### src/pkg/gahac_pkg.sv
// Constants and types for the acceptor holdoff and aux configuration block
package gahac_pkg;
  // Port offsets seen by the host
  localparam logic [2:0] AUX_MODE_OFFSET = 3'h5;
  localparam logic [2:0] EOS_OFFSET      = 3'h7;
  // Control codes in bits 7-5 of the auxiliary mode port
  localparam logic [2:0] CODE_COMMAND = 3'h0;
  localparam logic [2:0] CODE_CFG_A   = 3'h4;
  localparam logic [2:0] CODE_CFG_B   = 3'h5;
  // Auxiliary commands under control code 000
  localparam logic [4:0] CMD_FINISH_HS = 5'h03;
  localparam logic [4:0] CMD_VALID     = 5'h0f;
  localparam logic [4:0] CMD_CLR_PPF   = 5'h05;
  localparam logic [4:0] CMD_SET_PPF   = 5'h0d;
  // Field positions of config word A
  localparam int HOLDOFF_ALL_POS = 0;
  localparam int HOLDOFF_END_POS = 1;
  localparam int END_ON_EOS_ENABLE_POS        = 2;
  localparam int BIN_POS         = 4;
  // Field positions of config word B
  localparam int CPT_EN_POS  = 0;
  localparam int SERIAL_POLL_END_BIT_POS   = 1;
  localparam int TRI_POS     = 2;
  localparam int INV_POS     = 3;
  localparam int ISS_POS     = 4;
  // Values after reset
  localparam logic [4:0] CFG_A_RESET = 5'h00;
  localparam logic [4:0] CFG_B_RESET = 5'h00;
  localparam logic [7:0] EOS_RESET   = 8'h00;
  // Source handshake settling times
  localparam int CLK_PERIOD_NS = 10;
  localparam int T1_FAST_NS    = 500;
  localparam int T1_SLOW_NS    = 2000;
  localparam logic [7:0] T1_FAST_CYCLES =
    8'((T1_FAST_NS + CLK_PERIOD_NS - 1) / CLK_PERIOD_NS);
  localparam logic [7:0] T1_SLOW_CYCLES =
    8'((T1_SLOW_NS + CLK_PERIOD_NS - 1) / CLK_PERIOD_NS);
  // Buffer shape
  localparam int DATA_WIDTH = 8;
  localparam int FIFO_DEPTH = 8;

  // Receive handshake modes, end bit first
  typedef enum logic [1:0] {
    GAHAC_NORMAL     = 2'b00,
    GAHAC_HOLD_ALL   = 2'b01,
    GAHAC_HOLD_END   = 2'b10,
    GAHAC_CONTINUOUS = 2'b11
  } gahac_mode_type;
endpackage : gahac_pkg

### src/pkg/gahac_stream_if.sv
// Byte stream carrier between the control logic and its buffer
`timescale 1ns/1ps
interface gahac_stream_if #(parameter int WIDTH = 8);
  logic             in_valid;
  logic             in_ready;
  logic [WIDTH-1:0] in_data;
  logic             out_valid;
  logic             out_ready;
  logic [WIDTH-1:0] out_data;
  modport ctrl (output in_valid, in_data, out_ready,
                input in_ready, out_valid, out_data);
  modport buffer (input in_valid, in_data, out_ready,
                  output in_ready, out_valid, out_data);
endinterface : gahac_stream_if
### src/logic/gahac_fifo.sv
// Received byte buffer with valid and ready on both sides
`timescale 1ns/1ps
module gahac_fifo #(
  parameter int WIDTH = 8,
  parameter int DEPTH = 8
) (
  input  wire logic     ref_clk,  // System clock
  input  wire logic     rst_n,    // Asynchronous reset, active low
  gahac_stream_if.buffer stream   // Fill and drain sides
);
  localparam int AW = $clog2(DEPTH);

  typedef struct packed {
    logic [DEPTH-1:0][WIDTH-1:0] mem;
    logic [AW-1:0]               wr_ptr;
    logic [AW-1:0]               rd_ptr;
    logic [AW:0]                 count;
  } gahac_fifo_state_type;

  gahac_fifo_state_type state;
  gahac_fifo_state_type next_state;
  logic                 push;
  logic                 pop;

  // Honest full and empty straight from the count
  assign stream.in_ready  = (state.count != (AW+1)'(DEPTH));
  assign stream.out_valid = (state.count != '0);
  assign stream.out_data  = state.mem[state.rd_ptr];
  assign push = stream.in_valid & stream.in_ready;
  assign pop  = stream.out_valid & stream.out_ready;

  ////////////////////////////////////////////////////////////////////////
  // Pointer and storage update
  always_comb begin
    next_state = state;
    if (push) begin
      next_state.mem[state.wr_ptr] = stream.in_data;
      next_state.wr_ptr = state.wr_ptr + 1'b1;
    end
    if (pop) begin
      next_state.rd_ptr = state.rd_ptr + 1'b1;
    end
    if (push && !pop) begin
      next_state.count = state.count + 1'b1;
    end else if (pop && !push) begin
      next_state.count = state.count - 1'b1;
    end
  end

  always_ff @(posedge ref_clk or negedge rst_n) begin
    if (!rst_n) begin
      state <= '0;
    end else begin
      state <= next_state;
    end
  end
endmodule : gahac_fifo

### src/logic/gahac_holdoff_ctrl.sv
// Acceptor holdoff control and auxiliary configuration decode
// Operation
// - The two holdoff bits pick normal, hold-all, hold-at-end or continuous.
// - Normal mode issues ready in not-ready state while the buffer has room.
// - Hold-all mode keeps ready false after each byte until finish handshake.
// - In hold-all mode ready needs both the finish command and an empty buffer, in either order.
// - Hold-at-end mode holds only on END, or on EOS when end-on-EOS is set.
// - Continuous mode issues ready freely until end of block, then holds.
// - Continuous mode never raises the data-in flag for a received byte.
// - With status select set, individual status follows service request.
// - With status select clear, status is the poll flag set by aux commands.
// - The polarity bit makes the interrupt pin high active at 0, low at 1.
// - The timing bit picks 500 ns settling after the first byte, else 2 us.
// - In serial poll active state EOI follows the serial-poll end bit.
// - With pass-through on, an undefined command sets a flag and holds DAC.
`timescale 1ns/1ps
module gahac_holdoff_ctrl (
  input  wire logic                 ref_clk,     // System clock, 100 MHz
  input  wire logic                 rst_n,       // Async reset, active low
  input  wire logic                 host_wr,     // Host write strobe
  input  wire logic [2:0]           host_offset, // Host port offset
  input  wire logic [7:0]           host_data,   // Host write data
  input  wire logic                 dir_rd,      // Data-in register read
  output logic [7:0]                dir_data,    // Byte taken by last read
  output logic                      data_in_flag, // Bytes waiting
  input  wire logic                 acceptor_not_ready_state,        // Acceptor not ready state
  input  wire logic                 byte_valid,  // Byte accepted from bus
  input  wire logic [7:0]           byte_data,   // Accepted byte
  input  wire logic                 byte_end,    // END came with the byte
  output logic                      rdy,         // Local ready message
  output logic                      holdoff,     // Ready held off
  input  wire logic                 srq_state,   // Service request state
  output logic                      ist,         // Individual status
  input  wire logic                 int_req,     // Internal interrupt level
  output logic                      int_pin,     // Interrupt pin level
  input  wire logic                 src_start,   // Source byte placed
  input  wire logic                 src_first,   // Placed byte is the first
  output logic                      src_t1_done, // Settling time elapsed
  input  wire logic                 spas,        // Serial poll active state
  output logic                      eoi_out,     // EOI line value
  output logic                      eoi_oe,      // EOI driven
  input  wire logic                 undef_cmd,   // Undefined command seen
  output logic                      cpt_flag,    // Pass-through status
  output logic                      dac_hold     // Data accepted held
);
  import gahac_pkg::*;

  typedef struct packed {
    logic [4:0] cfg_a;
    logic [4:0] cfg_b;
    logic [7:0] eos;
    logic       hold;
    logic       pp_flag;
    logic [3:0] fill;
    logic [7:0] t1_count;
    logic       t1_run;
    logic       t1_done;
    logic [7:0] dir_data;
    logic       data_in;
    logic       rdy;
    logic       ist;
    logic       int_pin;
    logic       eoi_out;
    logic       eoi_oe;
    logic       cpt;
    logic       dac_hold;
  } gahac_ctrl_state_type;

  gahac_ctrl_state_type state;
  gahac_ctrl_state_type next_state;
  gahac_mode_type       mode;
  logic [2:0]           aux_control_code;
  logic [4:0]           aux_command_bits;
  logic                 aux_wr;
  logic                 cmd_wr;
  logic                 finish_cmd;
  logic                 eos_hit;
  logic                 block_end;
  logic                 end_on_eos_enable;

  gahac_stream_if #(.WIDTH(DATA_WIDTH)) stream ();

  gahac_fifo #(
    .WIDTH (DATA_WIDTH),
    .DEPTH (FIFO_DEPTH)
  ) u_fifo (
    .ref_clk (ref_clk),
    .rst_n   (rst_n),
    .stream  (stream)
  );

  ////////////////////////////////////////////////////////////////////////
  // Auxiliary mode port decode
  assign aux_control_code = host_data[7:5];
  assign aux_command_bits = host_data[4:0];
  assign aux_wr = host_wr & (host_offset == AUX_MODE_OFFSET);
  assign cmd_wr = aux_wr & (aux_control_code == CODE_COMMAND);
  assign finish_cmd = cmd_wr & (aux_command_bits == CMD_FINISH_HS);

  // Mode from end bit (high) and all bit (low)
  assign mode = gahac_mode_type'({state.cfg_a[HOLDOFF_END_POS],
                                  state.cfg_a[HOLDOFF_ALL_POS]});
  assign end_on_eos_enable = state.cfg_a[END_ON_EOS_ENABLE_POS];

  // End of block; seven-bit compare unless binary mode
  assign eos_hit = state.cfg_a[BIN_POS] ? (byte_data == state.eos) :
                   (byte_data[6:0] == state.eos[6:0]);
  assign block_end = byte_end | (end_on_eos_enable & eos_hit);

  // Continuous mode only watches, so nothing enters the buffer
  assign stream.in_valid  = byte_valid & (mode != GAHAC_CONTINUOUS);
  assign stream.in_data   = byte_data;
  assign stream.out_ready = dir_rd;

  ////////////////////////////////////////////////////////////////////////
  // Next state
  always_comb begin
    next_state = state;
    // Configuration words and end-of-string character
    if (aux_wr && aux_control_code == CODE_CFG_A) begin
      next_state.cfg_a = aux_command_bits;
    end
    if (aux_wr && aux_control_code == CODE_CFG_B) begin
      next_state.cfg_b = aux_command_bits;
    end
    if (host_wr && host_offset == EOS_OFFSET) begin
      next_state.eos = host_data;
    end

    // Holdoff: a new byte that calls for it wins over finish
    if (finish_cmd) begin
      next_state.hold = 1'b0;
    end
    if (byte_valid) begin
      case (mode)
        GAHAC_NORMAL: begin
          next_state.hold = state.hold;
        end
        GAHAC_HOLD_ALL: begin
          next_state.hold = 1'b1;
        end
        GAHAC_HOLD_END: begin
          if (block_end) begin
            next_state.hold = 1'b1;
          end
        end
        GAHAC_CONTINUOUS: begin
          if (block_end) begin
            next_state.hold = 1'b1;
          end
        end
        default: begin
          next_state.hold = state.hold;
        end
      endcase
    end

    // Ready in not-ready state; normal and end modes need buffer room,
    // which a data-in read frees; reads alone never lift a holdoff
    case (mode)
      GAHAC_HOLD_ALL: begin
        next_state.rdy = acceptor_not_ready_state & ~next_state.hold & ~stream.out_valid;
      end
      GAHAC_CONTINUOUS: begin
        next_state.rdy = acceptor_not_ready_state & ~next_state.hold;
      end
      default: begin
        next_state.rdy = acceptor_not_ready_state & ~next_state.hold & stream.in_ready;
      end
    endcase

    // Data-in register captures the head on each read
    if (dir_rd && stream.out_valid) begin
      next_state.dir_data = stream.out_data;
    end
    // Own fill count, so the flag stays up while bytes remain after a read
    next_state.fill = state.fill + 4'(stream.in_valid & stream.in_ready)
                      - 4'(dir_rd & stream.out_valid);
    next_state.data_in = (next_state.fill != 4'h0);

    // Parallel poll flag and individual status
    if (cmd_wr && aux_command_bits == CMD_CLR_PPF) begin
      next_state.pp_flag = 1'b0;
    end
    if (cmd_wr && aux_command_bits == CMD_SET_PPF) begin
      next_state.pp_flag = 1'b1;
    end
    next_state.ist = state.cfg_b[ISS_POS] ? srq_state :
                     state.pp_flag;

    // Interrupt pin polarity
    next_state.int_pin = int_req ^ state.cfg_b[INV_POS];

    // Source settling timer; the first byte always waits the long time
    next_state.t1_done = 1'b0;
    if (src_start) begin
      next_state.t1_run = 1'b1;
      next_state.t1_count = (state.cfg_b[TRI_POS] && !src_first) ?
                            T1_FAST_CYCLES : T1_SLOW_CYCLES;
    end else if (state.t1_run) begin
      if (state.t1_count == 8'h01) begin
        next_state.t1_run = 1'b0;
        next_state.t1_done = 1'b1;
      end else begin
        next_state.t1_count = state.t1_count - 8'h01;
      end
    end

    // EOI while serial polled
    next_state.eoi_oe  = spas;
    next_state.eoi_out = spas & state.cfg_b[SERIAL_POLL_END_BIT_POS];

    // Command pass-through; a new command wins over valid
    if (cmd_wr && aux_command_bits == CMD_VALID) begin
      next_state.dac_hold = 1'b0;
      next_state.cpt = 1'b0;
    end
    if (undef_cmd && state.cfg_b[CPT_EN_POS]) begin
      next_state.cpt = 1'b1;
      next_state.dac_hold = 1'b1;
    end
  end

  ////////////////////////////////////////////////////////////////////////
  // State register
  always_ff @(posedge ref_clk or negedge rst_n) begin
    if (!rst_n) begin
      state <= '0;
      state.cfg_a <= CFG_A_RESET;
      state.cfg_b <= CFG_B_RESET; // Polarity bit clear
      state.eos <= EOS_RESET;
    end else begin
      state <= next_state;
    end
  end

  // Outputs straight from the state register
  assign dir_data     = state.dir_data;
  assign data_in_flag = state.data_in;
  assign rdy          = state.rdy;
  assign holdoff      = state.hold;
  assign ist          = state.ist;
  assign int_pin      = state.int_pin;
  assign src_t1_done  = state.t1_done;
  assign eoi_out      = state.eoi_out;
  assign eoi_oe       = state.eoi_oe;
  assign cpt_flag     = state.cpt;
  assign dac_hold     = state.dac_hold;
endmodule : gahac_holdoff_ctrl

### config.mk
export PLATFORM = sky130hd
export DESIGN_NAME = gahac_holdoff_ctrl
export DESIGN_NICKNAME = d
export VERILOG_FILES = /design/src/pkg/gahac_pkg.sv /design/src/pkg/gahac_stream_if.sv /design/src/logic/gahac_fifo.sv /design/src/logic/gahac_holdoff_ctrl.sv
export SDC_FILE = /design/constraint.sdc
export NUM_CORES = 1
export LEC_CHECK = 0
export BUFFER_PORTS_ARGS = -buffer_cell sky130_fd_sc_hd__buf_2
export CAP_MARGIN = 20
export CELL_PAD_IN_SITES_DETAIL_PLACEMENT = 0
export CELL_PAD_IN_SITES_GLOBAL_PLACEMENT = 1
export CORE_AREA = 5 5 103 144
export DETAILED_ROUTE_END_ITERATION = 8
export DIE_AREA = 0 0 108 149
export PLACE_DENSITY_LB_ADDON = 0.1
export SLEW_MARGIN = 20
export SYNTH_ARGS = -nofsm -noshare
export SYNTH_HDL_FRONTEND = slang
export SYNTH_SLANG_ARGS = --single-unit
export TNS_END_PERCENT = 100
### constraint.sdc
create_clock -name ref_clk -period 3.3 [get_ports ref_clk]
set_input_delay 0.66 -clock ref_clk [delete_from_list [all_inputs] [get_ports ref_clk]]
set_output_delay 0.66 -clock ref_clk [all_outputs]
set_load 0.1 [all_outputs]
==> results of run 1 <==
layout by cell type (no fill, tap or decap), types with 4 or more instances in the layout:
master | netlist | final
buf_2 | 4 | 48
ha_1 | 11 | 11
dfrtp_1 | 122 | 122
inv_1 | 18 | 18
nor2_1 | 10 | 10
nand2_1 | 28 | 28
nor3_1 | 7 | 7
mux2_4 | 8 | 8
xnor2_1 | 18 | 18
nand3_1 | 4 | 4
mux4_2 | 16 | 16
clkbuf_16 | 0 | 17
a21oi_1 | 6 | 6
nand4_1 | 4 | 4
mux2i_1 | 9 | 9
o21ai_0 | 17 | 17
clkbuf_8 | 0 | 4
mux2_2 | 75 | 75
buf_4 | 9 | 7
critical path, cell delays in order, from the launching register on:
cell     delay [ns]
dfrtp_1        0.45
or4b_4         0.56
nand3_4        0.13
inv_2          0.11
ha_1           0.30
inv_1          0.08
ha_1           0.16
inv_1          0.06
fa_1           0.47
inv_1          0.05
or4_1          0.51
final timing paths:
check                                     start  slack [ns]  cells past startpoint               end
worst max-delay path            u_fifo.state[0]        0.31                     10      data_in_flag
worst min-delay path                      rst_n        0.34                      1         state[20]
worst max register to register  u_fifo.state[0]        0.31                     10      data_in_flag
worst min register to register        state[40]        0.47                      2          cpt_flag
max in group asynchronous                 rst_n        2.03                      2  u_fifo.state[38]
min in group ref_clk                       spas        0.37                      1            eoi_oe
routing by layer:
layer / global-route usage / vias up / wire [um]
met1: 0.206 / 1792 / 5310
met3: 0.0420 / 7 / 407
li1: - / 1622 / -
met2: 0.270 / 56 / 6020
met5: 0 / - / 0
met4: 0.0562 / 0 / 124
cells in the mapped netlist (2+ instances only):
cell / instances
a311o_1: 2
or4_1: 3
or4b_4: 2
ha_1: 11
nor2_1: 10
nor2b_1: 2
a31oi_1: 3
nor3_1: 7
dfrtp_1: 122
xnor2_1: 18
clkbuf_1: 12
mux4_2: 16
nand4b_2: 3
mux2i_1: 9
inv_1: 18
buf_4: 9
and3_1: 2
mux2_4: 8
mux2_2: 75
o31ai_1: 2
nand3_1: 4
buf_1: 4
buf_2: 4
nand2_1: 28
nand4_1: 4
o21ai_0: 17
xor2_1: 2
a21oi_1: 6
a21o_1: 3
fa_1: 2
cells by family after synthesis:
group	after synthesis	synth area share
DFF	122	0.530
muxes	108	0.245
and+or+nand+nor	76	0.0786
buffers and inverters	49	0.0399
AOI/OAI and AO/OA	41	0.0454
xor gates and xnor gates	20	0.0304
adders and majority gates	13	0.0308
power breakdown:
group,switching (mW),total [mW],internal (mW)
logic,1.17,2.35,1.17
clock network,0.636,1.82,1.18
registers,0.446,2.54,2.10
total,2.25,6.71,4.45
final cells by class:
| class | instances | area share |
|---|---|---|
| Timing Repair Buffer | 55 | 0.0437 |
| Tap cell | 182 | 0.0340 |
| Clock inverter | 7 | 0.0136 |
| Clock buffer | 23 | 0.0728 |
| Multi-Input combinational cell | 258 | 0.370 |
| Sequential cell | 122 | 0.455 |
| Inverter | 19 | 0.0106 |
state kept, by name (all words and copies together) (netlist names), 2 cells and up:
signal and flops:
u_fifo.state 74, state 28, dir_data 8, mode 2
metrics by stage:
stage / setup slack [ns] / instances / utilization / total power [mW]
finish: 0.306 / 666 / 0.506 / 6.71
global route: 0.0986 / 666 / 0.506 / 7.14
CTS: 0.274 / 666 / 0.506 / 6.80
detailed placement: 0.273 / 636 / 0.462 / 4.95
global placement: 0.331 / 636 / 0.462 / 4.87
floorplan: 0.131 / 429 / - / 4.50
==> flow_summary.toml, run 1 <==
[worst_setup_path]
end_kind = "flip-flop"
crit_type = "flip-flop to flip-flop"
worstPathArrival_ns = 3.27
worstPathRequired_ns = 3.57
crit_path_max_fanout = 9
startpoint_type = "flip-flop"

[power_and_ir_drop]
ir_worst_vdd_uv = 387
power.leakage_nw = 3.06
power_density_mw_per_mm2 = 1000

[route]
firstDrtPassIters = 4
vias = 3477
via_per_inst = 5.22
ant_nets = 0
wl_per_cell_um = 17.8
totalWireLength_um = 11900
drc = 0
drtIter0Drc = 79

[timing]
period_share = 0.907
fin_crit_ns = 2.99
slew_viol_final = 0
tightest_slew_ns = 0.891
hold_slack_ns = 0.344
fmax_ghz = 0.334
rsz0062_at_grt = "false"
tns_ns = 0
clock_skew_ns = 0.00686
final_hold_viol_count = 0
setup_violations = 0
relSlewSlack = 0.406

[global_routing]
grt_pass1_vias = 3762
grt_antenna_before_repair = 0
grt-ovfl-total = 0
grt_start_max_net_pins = 65
track_usage = 0.162
grt_pass1_wl_um = 19800

[min_path]
worstHoldPathType = "primary input to async pin"

[cts]
root_buffer = "clkbuf_16"
clkLatencyLatePin_ns = 0.40
cts_tree = "yes"
post_cts.repair.setup_buffers = 0
numCtsBuffers = 17
cts_max_path_buffers = 2
htreeDepth = 4
clk_pin_slew_ns = 0.05
cts_resized = 0
cts_sinks = 122
ctsHoldBuffers = 0

[cells_and_area]
areaGrowthSynthToFinish_pct = 16.3
diodes = 0
layout-drive-gt1-share = 0.399
design_area_sq_mm = 0.00671
multi_input_area_sq_mm = 0.00248
regArea_sq_mm = 0.00305
final_nets = 518
n_fill_cell = 1227

[logic_synthesis]
synth_nets = 474
yosysWarnings = 0
synth_enable_flop_cells = 0
synth.distinct_cells = 51
syn_inst = 429
yosysTopAreaCell = "dfrtp_1"
ys.flop_type = "dfrtp_1"
ys_seq_elements = 122
synthTopCellsByArea = "dfrtp_1, mux2_2, mux4_2"
yosys.area.top_type_share = 0.530
synth.avg_cell_area_sq_um = 13.4
synthArstFlopShare = 1.00
syn_area_sq_mm = 0.00577
synth-seq-area-share = 0.530

[placement]
gp_congestion = 0.741
place_area_sq_mm = 0.00613
dpl.hpwl_um = 8070
io_buffers = 49

[floorplan]
rows = 50
die_w_um = 108
start_util = 0.435
core_area_sq_mm = 0.0133
die_area_sq_mm = 0.0161
num_io_pins = 50
die_height_um = 149

[status]
status = "finished clean"

[flow_run]
cap_viol_max_count = 0
Note: power is estimated with default switching activity, not from simulation.
==> run 2: changes to the inputs <==
- RECOVER_POWER: default -> 100
==> run 2 against run 1 <==
Effect of this change:
- the run now ends with capacitance limit, slew limit left
- first-iteration DRC count is 2.5% lower
- sequential share of layout area is 0.82 points higher
- hold slack gained 0.025 ns
- clock power hardly changed
- register-to-register slack barely moved
- cell count unchanged
- critical path depth did not move
- sequential power is essentially flat
- fmax shrank 0.27%
- routed wire length about the same
- count of clock-buffer cells in the layout unchanged
- largest cell class unchanged
- highest routed layer unchanged
==> flow_summary.toml, run 2 (synthesis gave the netlist of run 1 again) <==
[status]
status = "finished, violations left"
violations = "capacitance limit, slew limit"

[power_and_ir_drop]
ir_worst_vdd_uv = 388
power_density_mw_per_mm2 = 1000
internal_power_mw = 4.37
power.leakage_nw = 2.91
pwr-share-seq = 0.383
power_frac_clock = 0.275
p_switching_mw = 2.23
swShare = 0.338
comb_power_share = 0.342
totalPowerFinal_mw = 6.61

[cts]
ctsHoldBuffers = 0
clk_pin_slew_ns = 0.05
root_buffer = "clkbuf_16"
cts_tree = "yes"
numCtsBuffers = 17
post_cts.repair.setup_buffers = 0
htreeDepth = 4
clkLatencyLatePin_ns = 0.41
cts_sinks = 122
cts_max_path_buffers = 2
cts_resized = 0

[global_routing]
grt_start_max_net_pins = 65
track_usage = 0.162
grt_pass1_wl_um = 19800
grt_pass1_vias = 3762
grt_antenna_before_repair = 0
grt-ovfl-total = 0

[floorplan]
die_height_um = 149
start_util = 0.435
core_area_sq_mm = 0.0133
die_w_um = 108
rows = 50
num_io_pins = 50
die_area_sq_mm = 0.0161

[flow_run]
cap_viol_max_count = 1

[route]
drtIter0Drc = 77
wl_per_cell_um = 17.8
ant_nets = 0
drc = 0
firstDrtPassIters = 4
via_per_inst = 5.24
vias = 3493
totalWireLength_um = 11900

[timing]
period_share = 0.910
setup_violations = 0
final_hold_viol_count = 0
rsz0062_at_grt = "false"
fmax_ghz = 0.333
slew_viol_final = 65
tns_ns = 0
clock_skew_ns = 0.00616
tightest_slew_ns = 1.64
relSlewSlack = -0.0962
fin_crit_ns = 3.00

[placement]
dpl.hpwl_um = 8070
io_buffers = 49
place_inst = 636
gp_congestion = 0.741

[cells_and_area]
largest_reg_flops = 74
layout-drive-gt1-share = 0.316
final_cells = 666
areaGrowthSynthToFinish_pct = 14.3
final_cell_mix = "dfrtp_1, mux2_2, nand2_1, buf_2, clkbuf_1"
diodes = 0
top_register = "u_fifo.state"
final_nets = 518
final_common_cell = "dfrtp_1"

[worst_setup_path]
crit_type = "flip-flop to flip-flop"
startpoint_type = "flip-flop"
crit_path_max_fanout = 9
worstPathArrival_ns = 3.28
end_kind = "flip-flop"
worstPathRequired_ns = 3.58

[min_path]
worstHoldPathType = "primary input to flip-flop"
run 2: layout make-up:
class | instances | area [sq um]
multi-input combinational | 258 | 2410
clock inverter | 7 | 91.3
clock buffer | 23 | 488
fill | 1265 | 6680
sequential | 122 | 3050
timing repair buffer | 55 | 248
inverter | 19 | 71.3
tap | 182 | 228
run 2: power groups by stage:
stage	combinational [mW]	clock, mW	sequential, mW
5_1_grt	2.48	1.93	2.62
4_1_cts	2.39	1.86	2.54
2_1_floorplan	2.09	0	2.41
3_3_place_gp	2.34	0	2.53
6_report	2.26	1.82	2.53
3_5_place_dp	2.39	0	2.56
run 2: per-layer routing:
layer	vias to the layer above	GRT usage	share of wire	routed length [um]
li1	1619	-	-	-
met1	1796	0.206	0.44	5270
met2	68	0.270	0.51	6020
met5	-	0	0	0
met4	0	0.0562	0.012	139
met3	10	0.0420	0.036	429
run 2: worst max-delay path, cell delays in order (launching register included):
cell	delay (ns)
dfrtp_1	0.44
or4b_1	0.58
nand3_4	0.14
inv_2	0.09
ha_1	0.29
inv_1	0.08
ha_1	0.16
inv_1	0.05
fa_1	0.47
inv_1	0.05
or4_1	0.51
run 2: metrics by stage:
step                       util  cell area, sq um  hold WS (ns)  setup WS, ns
after floorplan               -              5770         0.364         0.131
after global placement    0.462              6130         0.457         0.331
after detailed placement  0.462              6130         0.464         0.273
after CTS                 0.506              6710         0.350         0.274
after global routing      0.497              6590         0.358        0.0856
final                     0.497              6590         0.370         0.298
run 2: path summary, 6_finish.rpt:
| kind | startpoint | endpoint | slack (ns) | depth (start not counted) |
|---|---|---|---|---|
| setup / recovery | u_fifo.state[0] | data_in_flag | 0.30 | 10 |
| hold / removal | spas | eoi_oe | 0.37 | 1 |
| setup reg to reg | u_fifo.state[0] | data_in_flag | 0.30 | 10 |
| hold reg to reg | state[40] | cpt_flag | 0.47 | 2 |
| max in group asynchronous | rst_n | u_fifo.state[58] | 1.08 | 2 |
| min in group asynchronous | rst_n | state[20] | 0.65 | 1 |
